File: src/midrange_size_and_peripheral_mode_pkg.sv
// Package: constants and types for the mid-range and peripheral chip-select decoder
package midrange_size_and_peripheral_mode_pkg;

  // ---------------------------------------------------------------------------
  // Register offsets
  // ---------------------------------------------------------------------------
  localparam logic [7:0] MIDRANGE_SIZE_AND_PERIPHERAL_MODE_OFS_PERIPH_BASE = 8'ha4;
  localparam logic [7:0] MIDRANGE_SIZE_AND_PERIPHERAL_MODE_OFS_MID_BASE    = 8'ha6;
  localparam logic [7:0] MIDRANGE_SIZE_AND_PERIPHERAL_MODE_OFS_SIZE_MODE   = 8'ha8;

  // ---------------------------------------------------------------------------
  // Field positions
  // ---------------------------------------------------------------------------
  localparam int MIDRANGE_SIZE_AND_PERIPHERAL_MODE_SIZE_LSB    = 8;
  localparam int MIDRANGE_SIZE_AND_PERIPHERAL_MODE_SIZE_W      = 7;
  localparam int MIDRANGE_SIZE_AND_PERIPHERAL_MODE_EXTRA_BIT   = 7;
  localparam int MIDRANGE_SIZE_AND_PERIPHERAL_MODE_SPACE_BIT   = 6;
  localparam int MIDRANGE_SIZE_AND_PERIPHERAL_MODE_MID_BASE_LSB = 9;
  localparam int MIDRANGE_SIZE_AND_PERIPHERAL_MODE_PBA_LSB     = 6;
  localparam int MIDRANGE_SIZE_AND_PERIPHERAL_MODE_RDY_W       = 3;
  localparam int MIDRANGE_SIZE_AND_PERIPHERAL_MODE_ADDR_W      = 20;
  localparam int MIDRANGE_SIZE_AND_PERIPHERAL_MODE_NUM_MID     = 4;
  localparam int MIDRANGE_SIZE_AND_PERIPHERAL_MODE_NUM_PER     = 7;
  localparam int MIDRANGE_SIZE_AND_PERIPHERAL_MODE_MID_MIN_LOG = 13;   // 8K total block
  localparam int MIDRANGE_SIZE_AND_PERIPHERAL_MODE_PER_WIN_LOG = 7;    // 128-byte windows
  localparam int MIDRANGE_SIZE_AND_PERIPHERAL_MODE_PER_BLK_LOG = 10;   // 1K base alignment
  localparam int MIDRANGE_SIZE_AND_PERIPHERAL_MODE_IO_ADDR_W   = 16;
  localparam int MIDRANGE_SIZE_AND_PERIPHERAL_MODE_ENH_MID_IDX = 2;

  // Reset values of the outputs
  localparam logic [3:0] MIDRANGE_SIZE_AND_PERIPHERAL_MODE_MID_IDLE = 4'hf;
  localparam logic [6:0] MIDRANGE_SIZE_AND_PERIPHERAL_MODE_PER_IDLE = 7'h7f;
  localparam logic [2:0] MIDRANGE_SIZE_AND_PERIPHERAL_MODE_RDY_RST  = 3'h0;

  // Bus cycle as seen by the decoder
  typedef struct packed {
    logic        valid;
    logic        is_mem;
    logic        from_dma;
    logic [19:0] addr;
  } midrange_size_and_peripheral_mode_cycle_t;

  // Register write/access port
  typedef struct packed {
    logic        wr;
    logic        rd;
    logic [7:0]  ofs;
    logic [15:0] wdata;
  } midrange_size_and_peripheral_mode_regacc_t;

  // Ready information handed to the wait-state generator
  typedef struct packed {
    logic       hit;
    logic [1:0] waits;
    logic       ignore_ext;
  } midrange_size_and_peripheral_mode_ready_t;

endpackage

File: src/midrange_size_and_peripheral_mode_chip_select.sv
// Mid-range memory and peripheral chip-select decoder
`timescale 1ns/1ps
module midrange_size_and_peripheral_mode_chip_select (
  // Clock and reset
  input  wire logic                  clk_sys,
  input  wire logic                  srst,
  // Mode
  input  wire logic                  enhanced_mode,
  // Register access from the control block
  input  wire midrange_size_and_peripheral_mode_pkg::midrange_size_and_peripheral_mode_regacc_t reg_acc,
  output logic [15:0]                reg_rdata,
  // Current CPU or DMA bus cycle
  input  wire midrange_size_and_peripheral_mode_pkg::midrange_size_and_peripheral_mode_cycle_t  cyc,
  // Chip selects, active low
  output logic [3:0]                 midrange_select_n,
  output logic [6:0]                 peripheral_select_n,
  // Latched address bits when extra selects are off
  output logic                       latched_a1,
  output logic                       latched_a2,
  // Ready mode toward the wait-state generator
  output midrange_size_and_peripheral_mode_pkg::midrange_size_and_peripheral_mode_ready_t      ready_info
);
  import midrange_size_and_peripheral_mode_pkg::*;

  // ---------------------------------------------------------------------------
  // Register state
  // ---------------------------------------------------------------------------
  logic [15:0] periph_base_ff, nxt_periph_base;
  logic [15:0] mid_base_ff,    nxt_mid_base;
  logic [15:0] size_mode_ff,   nxt_size_mode;
  logic        acc_pb_ff,  nxt_acc_pb;
  logic        acc_mb_ff,  nxt_acc_mb;
  logic        acc_sz_ff,  nxt_acc_sz;
  logic [15:0] rdata_ff,   nxt_rdata;

  // Register writes and access tracking; a read also counts as access
  always_comb begin
    nxt_periph_base = periph_base_ff;
    nxt_mid_base    = mid_base_ff;
    nxt_size_mode   = size_mode_ff;
    nxt_acc_pb      = acc_pb_ff;
    nxt_acc_mb      = acc_mb_ff;
    nxt_acc_sz      = acc_sz_ff;
    nxt_rdata       = rdata_ff;
    if (reg_acc.wr || reg_acc.rd) begin
      case (reg_acc.ofs)
        MIDRANGE_SIZE_AND_PERIPHERAL_MODE_OFS_PERIPH_BASE: begin
          nxt_acc_pb = 1'b1;
          if (reg_acc.wr) begin
            nxt_periph_base = reg_acc.wdata;
          end
        end
        MIDRANGE_SIZE_AND_PERIPHERAL_MODE_OFS_MID_BASE: begin
          nxt_acc_mb = 1'b1;
          if (reg_acc.wr) begin
            nxt_mid_base = reg_acc.wdata;
          end
        end
        MIDRANGE_SIZE_AND_PERIPHERAL_MODE_OFS_SIZE_MODE: begin
          nxt_acc_sz = 1'b1;
          if (reg_acc.wr) begin
            nxt_size_mode = reg_acc.wdata;
          end
        end
        default: begin
        end
      endcase
    end
    if (reg_acc.rd) begin
      case (reg_acc.ofs)
        MIDRANGE_SIZE_AND_PERIPHERAL_MODE_OFS_PERIPH_BASE: nxt_rdata = periph_base_ff;
        MIDRANGE_SIZE_AND_PERIPHERAL_MODE_OFS_MID_BASE:    nxt_rdata = mid_base_ff;
        MIDRANGE_SIZE_AND_PERIPHERAL_MODE_OFS_SIZE_MODE:   nxt_rdata = size_mode_ff;
        default:              nxt_rdata = 16'h0000;
      endcase
    end
  end

  // Register update; contents are undefined after reset, so only the access flags and read data clear
  always_ff @(posedge clk_sys) begin
    periph_base_ff <= nxt_periph_base;
    mid_base_ff    <= nxt_mid_base;
    size_mode_ff   <= nxt_size_mode;
    if (srst) begin
      acc_pb_ff <= 1'b0;
      acc_mb_ff <= 1'b0;
      acc_sz_ff <= 1'b0;
      rdata_ff  <= 16'h0000;
    end else begin
      acc_pb_ff <= nxt_acc_pb;
      acc_mb_ff <= nxt_acc_mb;
      acc_sz_ff <= nxt_acc_sz;
      rdata_ff  <= nxt_rdata;
    end
  end

  assign reg_rdata = rdata_ff;

  // ---------------------------------------------------------------------------
  // Mid-range decode
  // ---------------------------------------------------------------------------
  logic [MIDRANGE_SIZE_AND_PERIPHERAL_MODE_SIZE_W-1:0] size_onehot;
  logic [19:0]            mid_base_addr;
  logic [19:0]            mid_mask;
  logic [1:0]             mid_quarter;
  logic                   mid_hit;
  logic [3:0]             nxt_mid_sel_n;

  assign size_onehot   = size_mode_ff[MIDRANGE_SIZE_AND_PERIPHERAL_MODE_SIZE_LSB +: MIDRANGE_SIZE_AND_PERIPHERAL_MODE_SIZE_W];
  assign mid_base_addr = {mid_base_ff[15:MIDRANGE_SIZE_AND_PERIPHERAL_MODE_MID_BASE_LSB], 13'h0000};

  // Block mask and quarter index from the one-hot size field
  always_comb begin
    mid_mask    = 20'h00000;
    mid_quarter = 2'h0;
    for (int i = 0; i < MIDRANGE_SIZE_AND_PERIPHERAL_MODE_SIZE_W; i++) begin
      if (size_onehot[i]) begin
        mid_mask    = 20'hfffff << (MIDRANGE_SIZE_AND_PERIPHERAL_MODE_MID_MIN_LOG + i);
        mid_quarter = 2'(cyc.addr >> (MIDRANGE_SIZE_AND_PERIPHERAL_MODE_MID_MIN_LOG - 2 + i));
      end
    end
  end

  // Only the block-aligned bits are compared, so software must align the base
  assign mid_hit = cyc.valid && cyc.is_mem && acc_mb_ff && acc_sz_ff &&
                   (|size_onehot) &&
                   ((cyc.addr & mid_mask) == (mid_base_addr & mid_mask));

  // One select low per quarter; enhanced mode keeps only select 2
  always_comb begin
    nxt_mid_sel_n = MIDRANGE_SIZE_AND_PERIPHERAL_MODE_MID_IDLE;
    if (mid_hit) begin
      nxt_mid_sel_n[mid_quarter] = 1'b0;
    end
    if (enhanced_mode) begin
      for (int i = 0; i < MIDRANGE_SIZE_AND_PERIPHERAL_MODE_NUM_MID; i++) begin
        if (i != MIDRANGE_SIZE_AND_PERIPHERAL_MODE_ENH_MID_IDX) begin
          nxt_mid_sel_n[i] = 1'b1;
        end
      end
    end
  end

  // ---------------------------------------------------------------------------
  // Peripheral decode
  // ---------------------------------------------------------------------------
  logic [19:0] peripheral_base_address;
  logic        space_ok;
  logic        per_enabled;
  logic [6:0]  per_hit;
  logic [6:0]  nxt_per_sel_n;
  logic        extra_selects_enable;
  logic        peripheral_space_is_memory;
  logic        nxt_a1;
  logic        nxt_a2;

  assign extra_selects_enable       = size_mode_ff[MIDRANGE_SIZE_AND_PERIPHERAL_MODE_EXTRA_BIT];
  assign peripheral_space_is_memory = size_mode_ff[MIDRANGE_SIZE_AND_PERIPHERAL_MODE_SPACE_BIT];
  assign peripheral_base_address         = {periph_base_ff[15:MIDRANGE_SIZE_AND_PERIPHERAL_MODE_PBA_LSB], 10'h000};
  assign space_ok    = (cyc.is_mem == peripheral_space_is_memory);
  assign per_enabled = cyc.valid && space_ok && acc_pb_ff && acc_sz_ff;

  // Seven 128-byte windows above the base
  genvar gp;
  generate
    for (gp = 0; gp < MIDRANGE_SIZE_AND_PERIPHERAL_MODE_NUM_PER; gp++) begin : g_per
      assign per_hit[gp] = per_enabled &&
        (cyc.addr[19:MIDRANGE_SIZE_AND_PERIPHERAL_MODE_PER_BLK_LOG] == peripheral_base_address[19:MIDRANGE_SIZE_AND_PERIPHERAL_MODE_PER_BLK_LOG]) &&
        (cyc.addr[MIDRANGE_SIZE_AND_PERIPHERAL_MODE_PER_BLK_LOG-1:MIDRANGE_SIZE_AND_PERIPHERAL_MODE_PER_WIN_LOG] == 3'(gp));
    end
  endgenerate

  // Selects 5 and 6 only when extra selects are enabled
  always_comb begin
    nxt_per_sel_n = ~per_hit;
    if (!extra_selects_enable) begin
      nxt_per_sel_n[6:5] = 2'b11;
    end
  end

  // Latched address bits follow each valid cycle
  assign nxt_a1 = cyc.valid ? cyc.addr[1] : latched_a1;
  assign nxt_a2 = cyc.valid ? cyc.addr[2] : latched_a2;

  // ---------------------------------------------------------------------------
  // Ready mode selection
  // ---------------------------------------------------------------------------
  logic [2:0]  nxt_code;
  logic        nxt_rdy_hit;
  midrange_size_and_peripheral_mode_ready_t nxt_ready;

  // Pick the ready code of whichever range is hit
  always_comb begin
    nxt_code    = MIDRANGE_SIZE_AND_PERIPHERAL_MODE_RDY_RST;
    nxt_rdy_hit = 1'b0;
    if (!nxt_mid_sel_n[0] || !nxt_mid_sel_n[1] || !nxt_mid_sel_n[2] || !nxt_mid_sel_n[3]) begin
      nxt_code    = mid_base_ff[MIDRANGE_SIZE_AND_PERIPHERAL_MODE_RDY_W-1:0];
      nxt_rdy_hit = 1'b1;
    end else if (|per_hit[3:0]) begin
      nxt_code    = periph_base_ff[MIDRANGE_SIZE_AND_PERIPHERAL_MODE_RDY_W-1:0];
      nxt_rdy_hit = 1'b1;
    end else if (!(&nxt_per_sel_n[6:4])) begin
      nxt_code    = size_mode_ff[MIDRANGE_SIZE_AND_PERIPHERAL_MODE_RDY_W-1:0];
      nxt_rdy_hit = 1'b1;
    end
    nxt_ready.hit        = nxt_rdy_hit;
    nxt_ready.waits      = nxt_code[1:0];
    nxt_ready.ignore_ext = nxt_code[2];
  end

  // ---------------------------------------------------------------------------
  // Output registers; all selects high in reset
  // ---------------------------------------------------------------------------
  always_ff @(posedge clk_sys) begin
    if (srst) begin
      midrange_select_n   <= MIDRANGE_SIZE_AND_PERIPHERAL_MODE_MID_IDLE;
      peripheral_select_n <= MIDRANGE_SIZE_AND_PERIPHERAL_MODE_PER_IDLE;
      latched_a1          <= 1'b0;
      latched_a2          <= 1'b0;
      ready_info          <= '0;
    end else begin
      midrange_select_n   <= nxt_mid_sel_n;
      peripheral_select_n <= nxt_per_sel_n;
      latched_a1          <= nxt_a1;
      latched_a2          <= nxt_a2;
      ready_info          <= nxt_ready;
    end
  end

endmodule

File: config.mk
export PLATFORM = sky130hd
export DESIGN_NAME = midrange_size_and_peripheral_mode_chip_select
export DESIGN_NICKNAME = d
export VERILOG_FILES = /design/src/midrange_size_and_peripheral_mode_pkg.sv /design/src/midrange_size_and_peripheral_mode_chip_select.sv
export SDC_FILE = /design/constraint.sdc
export NUM_CORES = 1
export LEC_CHECK = 0
export ABC_AREA = 1
export ABC_CLOCK_PERIOD_IN_PS = 3910
export BUFFER_PORTS_ARGS = -buffer_cell sky130_fd_sc_hd__buf_2
export CORE_MARGIN = 5
export CORE_UTILIZATION = 45
export DETAILED_ROUTE_END_ITERATION = 8
export PLACE_DENSITY = 0.73
export SLEW_MARGIN = 30
export SYNTH_ARGS = -nofsm -noshare
export SYNTH_HDL_FRONTEND = slang
export SYNTH_SLANG_ARGS = --single-unit
export TNS_END_PERCENT = 100
File: constraint.sdc
create_clock -name clk_sys -period 3.91 [get_ports clk_sys]
set_input_delay 0 -clock clk_sys [delete_from_list [all_inputs] [get_ports clk_sys]]
set_output_delay 0 -clock clk_sys [all_outputs]
set_load 0.01 [all_outputs]
# After elaboration in Yosys (flattened, before gate mapping)
# Cells that the tools add are included.
# W data, S select, Z words.
dict set report classes {
  muxes 27
  n_eq_ne 12
  order_cmp 2
  n_reduce_logical 35
  bitwise_logic 4
}
# operator count
set ops {}
lappend ops {{$mux W20} 7}
lappend ops {{$pmux W16 S3} 1}
lappend ops {{$and A20 B20 Y20} 2}
lappend ops {{$eq A8 B8 Y1 const B} 3}
lappend ops {{$eq A20 B20 Y1} 1}
lappend ops {{$mux W2} 9}
lappend ops {{$logic_and A1 B1 Y1} 17}
lappend ops {{$reduce_and A3 Y1} 4}
lappend ops {{$eq A10 B10 Y1} 1}
lappend ops {{$eq A3 B3 Y1 const B} 3}
lappend ops {{$mux W3} 3}
lappend ops {{$not A7 Y7} 1}
lappend ops {{$reduce_or A7 Y1} 1}
lappend ops {{$eq A3 B2 Y1 const B} 2}
lappend ops {{$reduce_and A2 Y1} 3}
lappend ops {{$mux W1} 5}
lappend ops {{$logic_not A1 Y1} 4}
lappend ops {{$logic_or A1 B1 Y1} 4}
lappend ops {{$mux W4} 1}
lappend ops {{$not A4 Y4} 1}
lappend ops {{$reduce_or A4 Y1} 1}
lappend ops {{$eq A3 B1 Y1 const B} 1}
lappend ops {{$logic_not A3 Y1} 1}
lappend ops {{$lt A2 B3 Y1 const B} 1}
lappend ops {{3 further kinds} 3}
dict set report totals {
  in_bits 52
  output_inout_bits 33
  word_cells 94
  reg_bits 84
}

# Longest topological paths before layout
# Gate-level depths: netlist of run 1.
dict set report depth {
  word_depth 19
  depth_mapped 13
  mapped_depth_nobuf 13
}

# Worst setup path after synthesis of run 1
# No wires, ideal clock.
dict set report synth_path {
  path_type {input-to-reg}
  startpoint {input port reg_acc[17] in the netlist's numbering}
  endpoint {register size_mode_ff[0], enable pin}
  setup_ns 0.388
  path_stages 6
  arrival_time_ns 1.272
  n_path_buf 1
  required_ns 3.522
  slack_ns 2.250
  cell_sequence {inv_1 -> nand2_1 -> nor3_1 -> nand2_1 -> clkbuf_1 -> nor2_1}
}
dict set report synth_via {
  elab_chain_cells 2
}
# item line
set synth_lines {}
lappend synth_lines {{start: declaration} midrange_size_and_peripheral_mode_chip_select.sv:10} ;# input wire midrange_size_and_peripheral_mode_pkg::midrange_size_and_peripheral_mode_regacc_t reg_acc,
lappend synth_lines {{$eq A8 B8 Y1} midrange_size_and_peripheral_mode_chip_select.sv:46} ;# case (reg_acc.ofs)
lappend synth_lines {{$reduce_and A3 Y1 (no line)} --}
lappend synth_lines {{end signal: assignment} midrange_size_and_peripheral_mode_chip_select.sv:83} ;# size_mode_ff <= nxt_size_mode;
lappend synth_lines {{end: declaration} midrange_size_and_peripheral_mode_chip_select.sv:30} ;# logic [15:0] size_mode_ff, nxt_size_mode;
# No other way between the ends.
# A chain may end at the register's enable or synchronous reset.

# Final worst setup path of run 1
dict set report layout_path {
  startpoint {register periph_base_ff[13]}
  endpoint {register peripheral_select_n[4]}
}
dict set report layout_via {
  elab_chain_cells 4
}
# item line
set layout_lines {}
lappend layout_lines {{start: declaration} midrange_size_and_peripheral_mode_chip_select.sv:28} ;# logic [15:0] periph_base_ff, nxt_periph_base;
lappend layout_lines {{start signal: assignment} midrange_size_and_peripheral_mode_chip_select.sv:81} ;# periph_base_ff <= nxt_periph_base;
lappend layout_lines {{$eq A10 B10 Y1} midrange_size_and_peripheral_mode_chip_select.sv:168} ;# (cyc.addr[19:MIDRANGE_SIZE_AND_PERIPHERAL_MODE_PER_BLK_LOG] == peripheral_base_address[19:MIDRANGE_SIZE_AND_PE ...
lappend layout_lines {{$logic_and A1 B1 Y1} midrange_size_and_peripheral_mode_chip_select.sv:167} ;# assign per_hit[gp] = per_enabled &&
lappend layout_lines {{$logic_and A1 B1 Y1} midrange_size_and_peripheral_mode_chip_select.sv:168}
lappend layout_lines {{$not A7 Y7} midrange_size_and_peripheral_mode_chip_select.sv:175} ;# nxt_per_sel_n = ~per_hit;
lappend layout_lines {{end signal: assignment} midrange_size_and_peripheral_mode_chip_select.sv:223} ;# peripheral_select_n <= nxt_per_sel_n;
lappend layout_lines {{end: declaration} midrange_size_and_peripheral_mode_chip_select.sv:16} ;# output logic [6:0] peripheral_select_n,
# No other way between the ends.

==> results_dict.tcl, run 1 <==
set metrics [dict create \
    grt_remaining_overflow 0 \
    drcViolationCount 0 \
    pleak_nw 2.07 \
    setup_tns_ps 0 \
    critical_path_arrival_ps 2340 \
    muxShareOfSynthArea_pct 0 \
    cts_bufs_inserted 9 \
    detail_route.wirelength_um 9020 \
    rsz_0062_raised_after_global_routing "no" \
    timing.final.ws_setup_ps 1830 \
    number_of_cell_rows 33 \
    asyncSetResetFlopFracSynth_pct 0 \
    syn_avg_cell_area_um2 8.78 \
    skew_ps 12.3 \
    cts.clk_slew.worst_paths_ps 90 \
    xor_xnor_portion_of_the_synthesized_cell_area_pct 1.64 \
    synth.cell_area_um2 3740 \
    post_cts_resized 0 \
    multi_input_comb_area_um2 1310 \
    antennaDiodeCount 0 \
    core-area_um2 8180 \
    data_required_time_of_the_critical_path_ps 4170 \
    routed_via_density 5.03 \
    syn_inst 426 \
    area_of_all_sequential_standard_cells_um2 2160 \
    die_h_um 101 \
    design.final.nets 585 \
    synth_warnings 0 \
    worst_r2r_path_depth 9 \
    detail_route.first_pass.iterations 5 \
    min_path_cells 3 \
    power.share.sequential_pct 52.1 \
    ir_drop_uv 155 \
    crit_chain "xnor2_1, nand3_1, nor3_1, nand3b_1, inv_1, nand2_1, inv_1, nand3_1, dlygate4sd3_1" \
    dieArea_um2 10200 \
    io-pin-count 85 \
    synth_simple_gate_area_share_pct 25.1 \
    via_count 3236 \
    die_w_um 101 \
    wl_per_cell_um 14.0 \
    timing.slew.headroom_pct 36.5 \
    wl_met3_um 712 \
    cp-start-kind "register" \
    setup_viol_count_final 0 \
    clkSinkCount 84 \
    synth.top_cells.by_area "sky130_fd_sc_hd__edfxtp_1 39%, sky130_fd_sc_hd__dfxtp_1 19%, sky130_fd_sc_hd__nand2_1 14%, sky130_fd_sc_hd__inv_1 5.9%, sky130_fd_sc_hd__a21oi_1 3.3%" \
    dpl_cell_area_um2 4240 \
    power.density_cell_area_nw_per_um2 379 \
    wl_met2_um 4420 \
    dominantRegCellSynth "sky130_fd_sc_hd__edfxtp_1" \
    fillerInstances 712 \
    worst_margin_pin_slew_ps 951 \
    dp_hpwl_um 6540 \
    final_core_util_pct 58.0 \
    finalHoldViolCount 1 \
    io_buffer_count 78 \
    post_synth_most_frequent_cells "139 x sky130_fd_sc_hd__nand2_1, 59 x sky130_fd_sc_hd__inv_1, 48 x sky130_fd_sc_hd__edfxtp_1, 36 x sky130_fd_sc_hd__dfxtp_1, 26 x sky130_fd_sc_hd__nor2_1" \
    number_of_enable_flip_flop_cells_after_synthesis 48 \
    dominant_combinational_cell_family_by_area_after_synthesis "simple AND/OR/NAND/NOR gates" \
    internal_power_mw 1.42 \
    grt_antenna_before_repair 0 \
    gpl.final_weighted_congestion 0.937 \
    final_layout_size_suffix_gt1_share_pct 21.6 \
    cts-htree-levels 3 \
    slowest_stage "sky130_fd_sc_hd__dlygate4sd3_1" \
    worst_hold_slack_ps -0.202 \
    cts_buffer_depth 2 \
    max_cap_viol_count 0 \
    synthToLayoutAreaGrowth_pct 26.7 \
    gr-usage-all-layers_pct 18.1 \
    ys_ff_latch 84 \
    clock_power_share_pct 42.0 \
    cts_tree "built" \
    critical_path_buf_inv_count 3 \
    netlist-cell-type-count 32 \
    postRouteAntennaNets 0 \
    worst_path_largest_cell_delay_ps 550 \
    grt_start_max_net_pins 24 \
    switchingPower_mw 0.375 \
    placement.setup.worst_slack_ps 1710 \
    min-delay-path-class "in2reg" \
    setup.worst_path.class "reg2reg" \
    register_area_share_after_synthesis_pct 57.8 \
    crit_path_max_fanout 2 \
    dr.max_layer_used "met4" \
    failed_checks "hold timing" \
    sw_frac_of_total_pct 20.9 \
    instances_no_fill 643 \
    drtIter0Drc 202 \
    critical_path_cell_count 9 \
    worst_path_dominant_cell_family "buffers and inverters" \
    synth.top_cell.area_share_pct 38.5 \
    grt_pass1_vias 3098 \
    grt_pass1_wl_um 14300 \
    post-route-cell-area_um2 4740 \
    synth_fa_ha_area_share_pct 0 \
    yosys.area.top_type "sky130_fd_sc_hd__edfxtp_1" \
    wl_met1_um 3730 \
    maxSlewViolCount 0 \
    period_needed_ps 2080 \
    cts-root-buf "sky130_fd_sc_hd__clkbuf_8" \
    number_of_cells_in_the_design_after_placement 602 \
    syn-num-nets 478 \
    crit_path_capture_type "register" \
    floorplan.initialDensity_pct 45.8 \
    timing.final.crit_share_pct 53.2 \
    status "finished with violations" \
    synth_most_common_cell "sky130_fd_sc_hd__nand2_1" \
    worstSkewPairLatency_ps 360 \
    combinational_cell_fraction_of_total_power_pct 5.9 \
    synth_compound_gate_area_share_pct 8.19 \
    fmaxAchievable_mhz 481 \
]
## worst paths after layout
check / startpoint / endpoint / slack, ps
min: cyc[22] / latched_a1 / -0.2
max: periph_base_ff[13] / peripheral_select_n[4] / 1830
max reg2reg: periph_base_ff[13] / peripheral_select_n[4] / 1830
min reg2reg: acc_pb_ff / acc_pb_ff / 460
## power by group through the flow
stage	Sequential, mW	Combinational [mW]	Clock, mW
2_1_floorplan	0.957	0.0395	0
6_report	0.936	0.106	0.754
4_1_cts	0.936	0.106	0.762
3_5_place_dp	0.956	0.0876	0
3_3_place_gp	0.956	0.0848	0
5_1_grt	0.936	0.117	0.804
## through the flow
| stage | hold slack, ps | power, mW |
|---|---|---|
| after CTS | 7.18 | 1.80 |
| after detailed placement | 203 | 1.04 |
| after floorplan | 84.1 | 0.997 |
| final | -0.202 | 1.80 |
| after global routing | 56.3 | 1.86 |
| after global placement | 201 | 1.04 |
## worst reg2reg max path, stage by stage (launching register included)
cell                            delay [ps]
sky130_fd_sc_hd__edfxtp_1              420
sky130_fd_sc_hd__xnor2_1               310
sky130_fd_sc_hd__nand3_1               120
sky130_fd_sc_hd__nor3_1                150
sky130_fd_sc_hd__nand3b_1              150
sky130_fd_sc_hd__inv_1                 110
sky130_fd_sc_hd__nand2_1                60
sky130_fd_sc_hd__inv_1                  70
sky130_fd_sc_hd__nand3_1                60
sky130_fd_sc_hd__dlygate4sd3_1         550
## routing by layer
metal | vias up | GRT usage (%)
li1 | 1600 | -
met1 | 1491 | 21.5
met2 | 130 | 30.9
met3 | 15 | 4.89
met4 | 0 | 7.98
met5 | - | 0
## cell usage in the layout, fill, tap and decap left out, types with 5 or more instances in the layout
cell type,Yosys,layout
sky130_fd_sc_hd__a21oi_1,25,25
sky130_fd_sc_hd__buf_2,0,78
sky130_fd_sc_hd__clkbuf_8,0,9
sky130_fd_sc_hd__dfxtp_1,36,36
sky130_fd_sc_hd__dlygate4sd3_1,0,25
sky130_fd_sc_hd__edfxtp_1,48,48
sky130_fd_sc_hd__inv_1,59,59
sky130_fd_sc_hd__nand2_1,139,139
sky130_fd_sc_hd__nand3_1,20,20
sky130_fd_sc_hd__nand4_1,6,6
sky130_fd_sc_hd__nor2_1,26,24
sky130_fd_sc_hd__nor2_2,5,7
sky130_fd_sc_hd__nor3_1,6,6
sky130_fd_sc_hd__o221ai_1,10,10
sky130_fd_sc_hd__xnor2_1,5,5
## state kept, by name, summed over array words and instances, names as in the netlist
| signal | cells |
|---|---|
| latched_a1 | 1 |
| peripheral_select_n | 7 |
| latched_a2 | 1 |
| periph_base_ff | 16 |
| ready_info | 4 |
| size_mode_ff | 16 |
| mid_base_ff | 16 |
| acc_sz_ff | 1 |
| acc_pb_ff | 1 |
| midrange_select_n | 4 |
| reg_rdata | 16 |
| acc_mb_ff | 1 |
## logic make-up after synthesis
| family | count (synthesis) |
|---|---|
| xor+xnor | 7 |
| simple gates | 215 |
| buf+inv | 71 |
| flops | 84 |
| compound gates | 49 |
## cell type report
| type | instances | area share, % |
|---|---|---|
| clock buffer | 12 | 3.75 |
| clock inverter | 4 | 1.58 |
| inverter | 63 | 4.99 |
| multi-input combinational | 271 | 27.7 |
| sequential | 84 | 45.6 |
| tap | 105 | 2.77 |
| timing repair buffer | 104 | 13.7 |
## what timing repair did
action	CTS	global route
hold buffers	25	0
buffers inserted	0	0
endpoints found under the hold margin	60	0
Power figures use the tool's default switching activity.
==> inputs of run 2 (changes only) <==
--- a/config.mk
+++ b/config.mk
@@ -6,7 +6,7 @@
 export NUM_CORES = 1
 export LEC_CHECK = 0
 export ABC_AREA = 1
-export ABC_CLOCK_PERIOD_IN_PS = 3910
+export ABC_CLOCK_PERIOD_IN_PS = 2100
 export BUFFER_PORTS_ARGS = -buffer_cell sky130_fd_sc_hd__buf_2
 export CORE_MARGIN = 5
 export CORE_UTILIZATION = 45
==> constraint.sdc (replaced) <==
create_clock -name clk_sys -period 2.1 [get_ports clk_sys]
set_input_delay 0 -clock clk_sys [delete_from_list [all_inputs] [get_ports clk_sys]]
set_output_delay 0 -clock clk_sys [all_outputs]
set_load 0.01 [all_outputs]
==> results_dict.tcl, run 2 (synthesis results as in run 1) <==
set metrics [dict create \
    period_needed_ps 2050 \
    ir_drop_uv 290 \
    die_h_um 101 \
    layout_common_cells "139 x sky130_fd_sc_hd__nand2_1, 78 x sky130_fd_sc_hd__buf_2, 59 x sky130_fd_sc_hd__inv_1" \
    io_buffer_count 78 \
    final_core_util_pct 57.8 \
    floorplan.initialDensity_pct 45.8 \
    setup_tns_ps 0 \
    clkSinkCount 84 \
    fmaxAchievable_mhz 487 \
    number_of_cells_in_the_design_after_placement 608 \
    worst_hold_path.endpoint "latched_a1" \
    finalHoldViolCount 0 \
    antennaDiodeCount 0 \
    die_w_um 101 \
    worst_hold_slack_ps 30.4 \
    cts.clk_slew.worst_paths_ps 90 \
    grt_remaining_overflow 0 \
    maxSlewViolCount 0 \
    drtIter0Drc 232 \
    dp_hpwl_um 6850 \
    gr-usage-all-layers_pct 18.9 \
    crit_chain "xnor2_2, nand3_1, nor3_2, nand3b_1, inv_1, nand2_1, inv_1, nand3_1, dlygate4sd3_1" \
    postRouteAntennaNets 0 \
    worstSkewPairLatency_ps 350 \
    crit_path_capture_type "register" \
    cts-htree-levels 3 \
    cts-root-buf "sky130_fd_sc_hd__clkbuf_8" \
    status "finished, final reports clean" \
    dieArea_um2 10200 \
    grt_antenna_before_repair 0 \
    gpl.final_weighted_congestion 0.875 \
    min_path_cells 3 \
    grt_pass1_wl_um 15000 \
    timing.final.crit_share_pct 97.7 \
    detail_route.wirelength_um 9510 \
    max_cap_viol_count 0 \
    worst_r2r_path_depth 9 \
    cp-start-kind "register" \
    worst_margin_pin_slew_ps 619 \
    power.density_cell_area_nw_per_um2 624 \
    r2r-end "peripheral_select_n[4]" \
    pleak_nw 2.07 \
    detail_route.first_pass.iterations 5 \
    skew_ps 8.66 \
    number_of_cell_rows 33 \
    io-pin-count 85 \
    worst_path_largest_cell_delay_ps 560 \
    slowest_stage "sky130_fd_sc_hd__dlygate4sd3_1" \
    min_from "cyc[22]" \
    data_required_time_of_the_critical_path_ps 2340 \
    setup_viol_count_final 0 \
    wl_per_cell_um 14.6 \
    crit_path_max_fanout 2 \
    setup.worst_path.class "reg2reg" \
    instances_no_fill 650 \
    final_layout_size_suffix_gt1_share_pct 22.6 \
    core-area_um2 8180 \
    critical_path_arrival_ps 2290 \
    cts_bufs_inserted 9 \
    grt_pass1_vias 3181 \
    dpl_cell_area_um2 4280 \
    synthToLayoutAreaGrowth_pct 26.2 \
    crit-reg2reg-launch "periph_base_ff[13]" \
    cts_tree "built" \
    most_common_cell_after_layout_fill_and_taps_aside "sky130_fd_sc_hd__nand2_1" \
    design.final.nets 592 \
    drcViolationCount 0 \
    min-delay-path-class "in2reg" \
    via_count 3313 \
    timing.slew.headroom_pct 58.6 \
    cts_buffer_depth 2 \
    post-route-cell-area_um2 4720 \
    grt_start_max_net_pins 24 \
    routed_via_density 5.10 \
    reg2reg_slack_ps 50 \
]
run 2: how the worst max path moves through the flow:
stage | startpoint | endpoint | slack (ps) | cells past startpoint
6_report | periph_base_ff[13] | peripheral_select_n[4] | 50 | 9
5_1_grt | periph_base_ff[13] | peripheral_select_n[4] | -50 | 9
4_1_cts | periph_base_ff[13] | peripheral_select_n[4] | 50 | 9
3_5_place_dp | size_mode_ff[9] | ready_info[2] | 430 | 13
3_3_place_gp | periph_base_ff[13] | ready_info[1] | 470 | 10
2_1_floorplan | reg_acc[17] | size_mode_ff[0] | 440 | 6
run 2: layout make-up:
type / instances / area, um^2
clock buffers: 9 / 124
clock inverters: 7 / 43.8
fillers: 709 / 3450
inverters: 63 / 236
multi-input cells: 271 / 1330
flip-flops and latches: 84 / 2160
well taps: 105 / 131
repair buffers: 111 / 701
run 2: stage by stage:
step / total power, mW / setup WS [ps]
global route: 3.06 / -45.7
finish: 2.95 / 48.3
global placement: 1.94 / 475
floorplan: 1.86 / 440
detailed placement: 1.95 / 429
CTS: 2.97 / 52.4
run 2: routing by layer:
layer | wire (um) | GRT usage, % | share of wire [%]
met2 | 4660 | 31.8 | 49
met4 | 144 | 7.77 | 1.5
met1 | 3850 | 23.1 | 40
met3 | 859 | 5.03 | 9.0
met5 | 0 | 0 | 0
run 2: where the power goes:
group / leakage, nW / internal [mW] / total, mW / switching [mW]
registers: 0.722 / 1.74 / 1.74 / 0.00278
logic: 1.27 / 0.0897 / 0.204 / 0.114
clock network: 0.0763 / 0.421 / 1.00 / 0.581
run 2: what timing repair did:
action / in CTS / in global routing
endpoints found under the hold margin: 59 / 0
hold buffers: 25 / 0
resized for setup: 0 / 3
setup buffers: 0 / 1
setup endpoints to repair: 0 / 2
run 2: critical path, delay by kind of cell (launching register included):
kind	cells	cell delay [ps]
xor+xnor	1	260
simple gates	5	520
flops	1	440
buf+inv	3	720
==> inputs of run 3 (changes only) <==
--- a/config.mk
+++ b/config.mk
@@ -12,6 +12,7 @@
 export CORE_UTILIZATION = 45
 export DETAILED_ROUTE_END_ITERATION = 8
 export PLACE_DENSITY = 0.73
+export RECOVER_POWER = 25
 export SLEW_MARGIN = 30
 export SYNTH_ARGS = -nofsm -noshare
 export SYNTH_HDL_FRONTEND = slang
==> results_dict.tcl, run 3 (synthesis results as in run 1) <==
set metrics [dict create \
    worstSkewPairLatency_ps 350 \
    floorplan.initialDensity_pct 45.8 \
    worst_r2r_path_depth 9 \
    cts-htree-levels 3 \
    worst_margin_pin_slew_ps 615 \
    cts_tree "built" \
    switchingPower_mw 0.701 \
    cts_buffer_depth 2 \
    grt_antenna_before_repair 0 \
    io_buffer_count 78 \
    drcViolationCount 0 \
    layout_common_cells "139 x sky130_fd_sc_hd__nand2_1, 63 x sky130_fd_sc_hd__buf_2, 59 x sky130_fd_sc_hd__inv_1" \
    internal_power_mw 2.25 \
    crit-reg2reg-launch "periph_base_ff[13]" \
    power.share.sequential_pct 59.1 \
    drtIter0Drc 240 \
    setup_viol_count_final 0 \
    data_required_time_of_the_critical_path_ps 2330 \
    finalHoldViolCount 0 \
    crit_path_max_fanout 2 \
    power.density_cell_area_nw_per_um2 626 \
    dp_hpwl_um 6850 \
    setup.worst_path.class "reg2reg" \
    io-pin-count 85 \
    grt_start_max_net_pins 24 \
    timing.slew.headroom_pct 58.9 \
    most_common_cell_after_layout_fill_and_taps_aside "sky130_fd_sc_hd__nand2_1" \
    grt_pass1_vias 3181 \
    via_count 3311 \
    skew_ps 9.80 \
    crit_path_capture_type "register" \
    routed_via_density 5.09 \
    detail_route.wirelength_um 9520 \
    number_of_cell_rows 33 \
    r2r-end "peripheral_select_n[4]" \
    reg2reg_slack_ps 50 \
    worst_hold_path.endpoint "latched_a1" \
    sw_frac_of_total_pct 23.8 \
    clkSinkCount 84 \
    setup_tns_ps 0 \
    gr-usage-all-layers_pct 18.9 \
    grt.met3_usage_pct 5.03 \
    gpl.final_weighted_congestion 0.875 \
    die_h_um 101 \
    period_needed_ps 2050 \
    detail_route.first_pass.iterations 9 \
    gr-usage-met1_pct 23.1 \
    maxSlewViolCount 0 \
    min_from "cyc[22]" \
    max_cap_viol_count 0 \
    wl_per_cell_um 14.6 \
    pleak_nw 2.03 \
    combinational_cell_fraction_of_total_power_pct 6.8 \
    grt_remaining_overflow 0 \
    final_layout_size_suffix_gt1_share_pct 19.8 \
    final_core_util_pct 57.6 \
    antennaDiodeCount 0 \
    die_w_um 101 \
    grt-busiest-layer "met2" \
    core-area_um2 8180 \
    synthToLayoutAreaGrowth_pct 25.7 \
    postRouteAntennaNets 0 \
    cts-root-buf "sky130_fd_sc_hd__clkbuf_8" \
    status "finished, final reports clean" \
    min-delay-path-class "in2reg" \
    timing.final.crit_share_pct 97.4 \
    clock_power_share_pct 34.1 \
    cp-start-kind "register" \
    fmaxAchievable_mhz 489 \
    dieArea_um2 10200 \
    min_path_cells 3 \
    critical_path_arrival_ps 2280 \
    globalRouteMet2Util_pct 31.8 \
    ir_drop_uv 289 \
    cts.clk_slew.worst_paths_ps 90 \
    grt_pass1_wl_um 15000 \
    cts_bufs_inserted 9 \
    design.final.nets 592 \
]
run 3: cell count changes in the layout (fill, tap and decap cells not counted), sizes merged:
| cell | previous run | this run |
|---|---|---|
| buf | 86 | 71 |
| clkbuf | 9 | 24 |
run 3: final cells by class:
cell class                 instances  area (um^2)
clock buffer                       9          124
clock inverter                     7         43.8
fill                             720         3470
inverter                          63          236
multi-input combinational        271         1330
sequential                        84         2160
tap                              105          131
timing repair buffer             111          682
run 3: timing repair:
item	in CTS	in global routing
endpoints found under the hold margin	59	0
hold buffers	25	0
gates resized for setup	0	3
setup endpoints to repair	0	2
setup buffers	0	1
run 3: per-layer routing:
layer | wire length [um] | vias up
li1 | - | 1616
met1 | 3880 | 1516
met2 | 4610 | 162
met3 | 879 | 17
met4 | 159 | 0
met5 | 0 | -
run 3: power by group through the flow:
stage	registers, mW	clock network, mW	logic (mW)
after floorplan	1.78	0	0.0735
after global placement	1.78	0	0.162
after detailed placement	1.78	0	0.166
after CTS	1.74	1.03	0.200
after global routing	1.74	1.09	0.222
final	1.74	1.00	0.200
run 3: through the flow:
step                      instances  hold WS [ps]  power [mW]  area (um^2)  setup WS (ps)
after floorplan                 426          84.1        1.86         3740            440
after global placement          608           200        1.94         4280            475
after detailed placement        608           204        1.95         4280            429
after CTS                       649          25.9        2.97         4700           52.4
after global routing            650          92.5        3.06         4710          -45.7
final                           650          26.0        2.95         4710           53.9
run 3: how the worst max path moves through the flow:
stage | from | endpoint | slack [ps] | cells past startpoint
3_5_place_dp | size_mode_ff[9] | ready_info[2] | 430 | 13
6_report | periph_base_ff[13] | peripheral_select_n[4] | 50 | 9
5_1_grt | periph_base_ff[13] | peripheral_select_n[4] | -50 | 9
3_3_place_gp | periph_base_ff[13] | ready_info[1] | 470 | 10
4_1_cts | periph_base_ff[13] | peripheral_select_n[4] | 50 | 9
2_1_floorplan | reg_acc[17] | size_mode_ff[0] | 440 | 6
run 3: critical path: stages (launching register included):
cell                            delay (ps)
sky130_fd_sc_hd__edfxtp_1              440
sky130_fd_sc_hd__xnor2_2               250
sky130_fd_sc_hd__nand3_1               130
sky130_fd_sc_hd__nor3_2                130
sky130_fd_sc_hd__nand3b_1              150
sky130_fd_sc_hd__inv_1                 100
sky130_fd_sc_hd__nand2_1                50
sky130_fd_sc_hd__inv_1                  60
sky130_fd_sc_hd__nand3_1                60
sky130_fd_sc_hd__dlygate4sd3_1         560
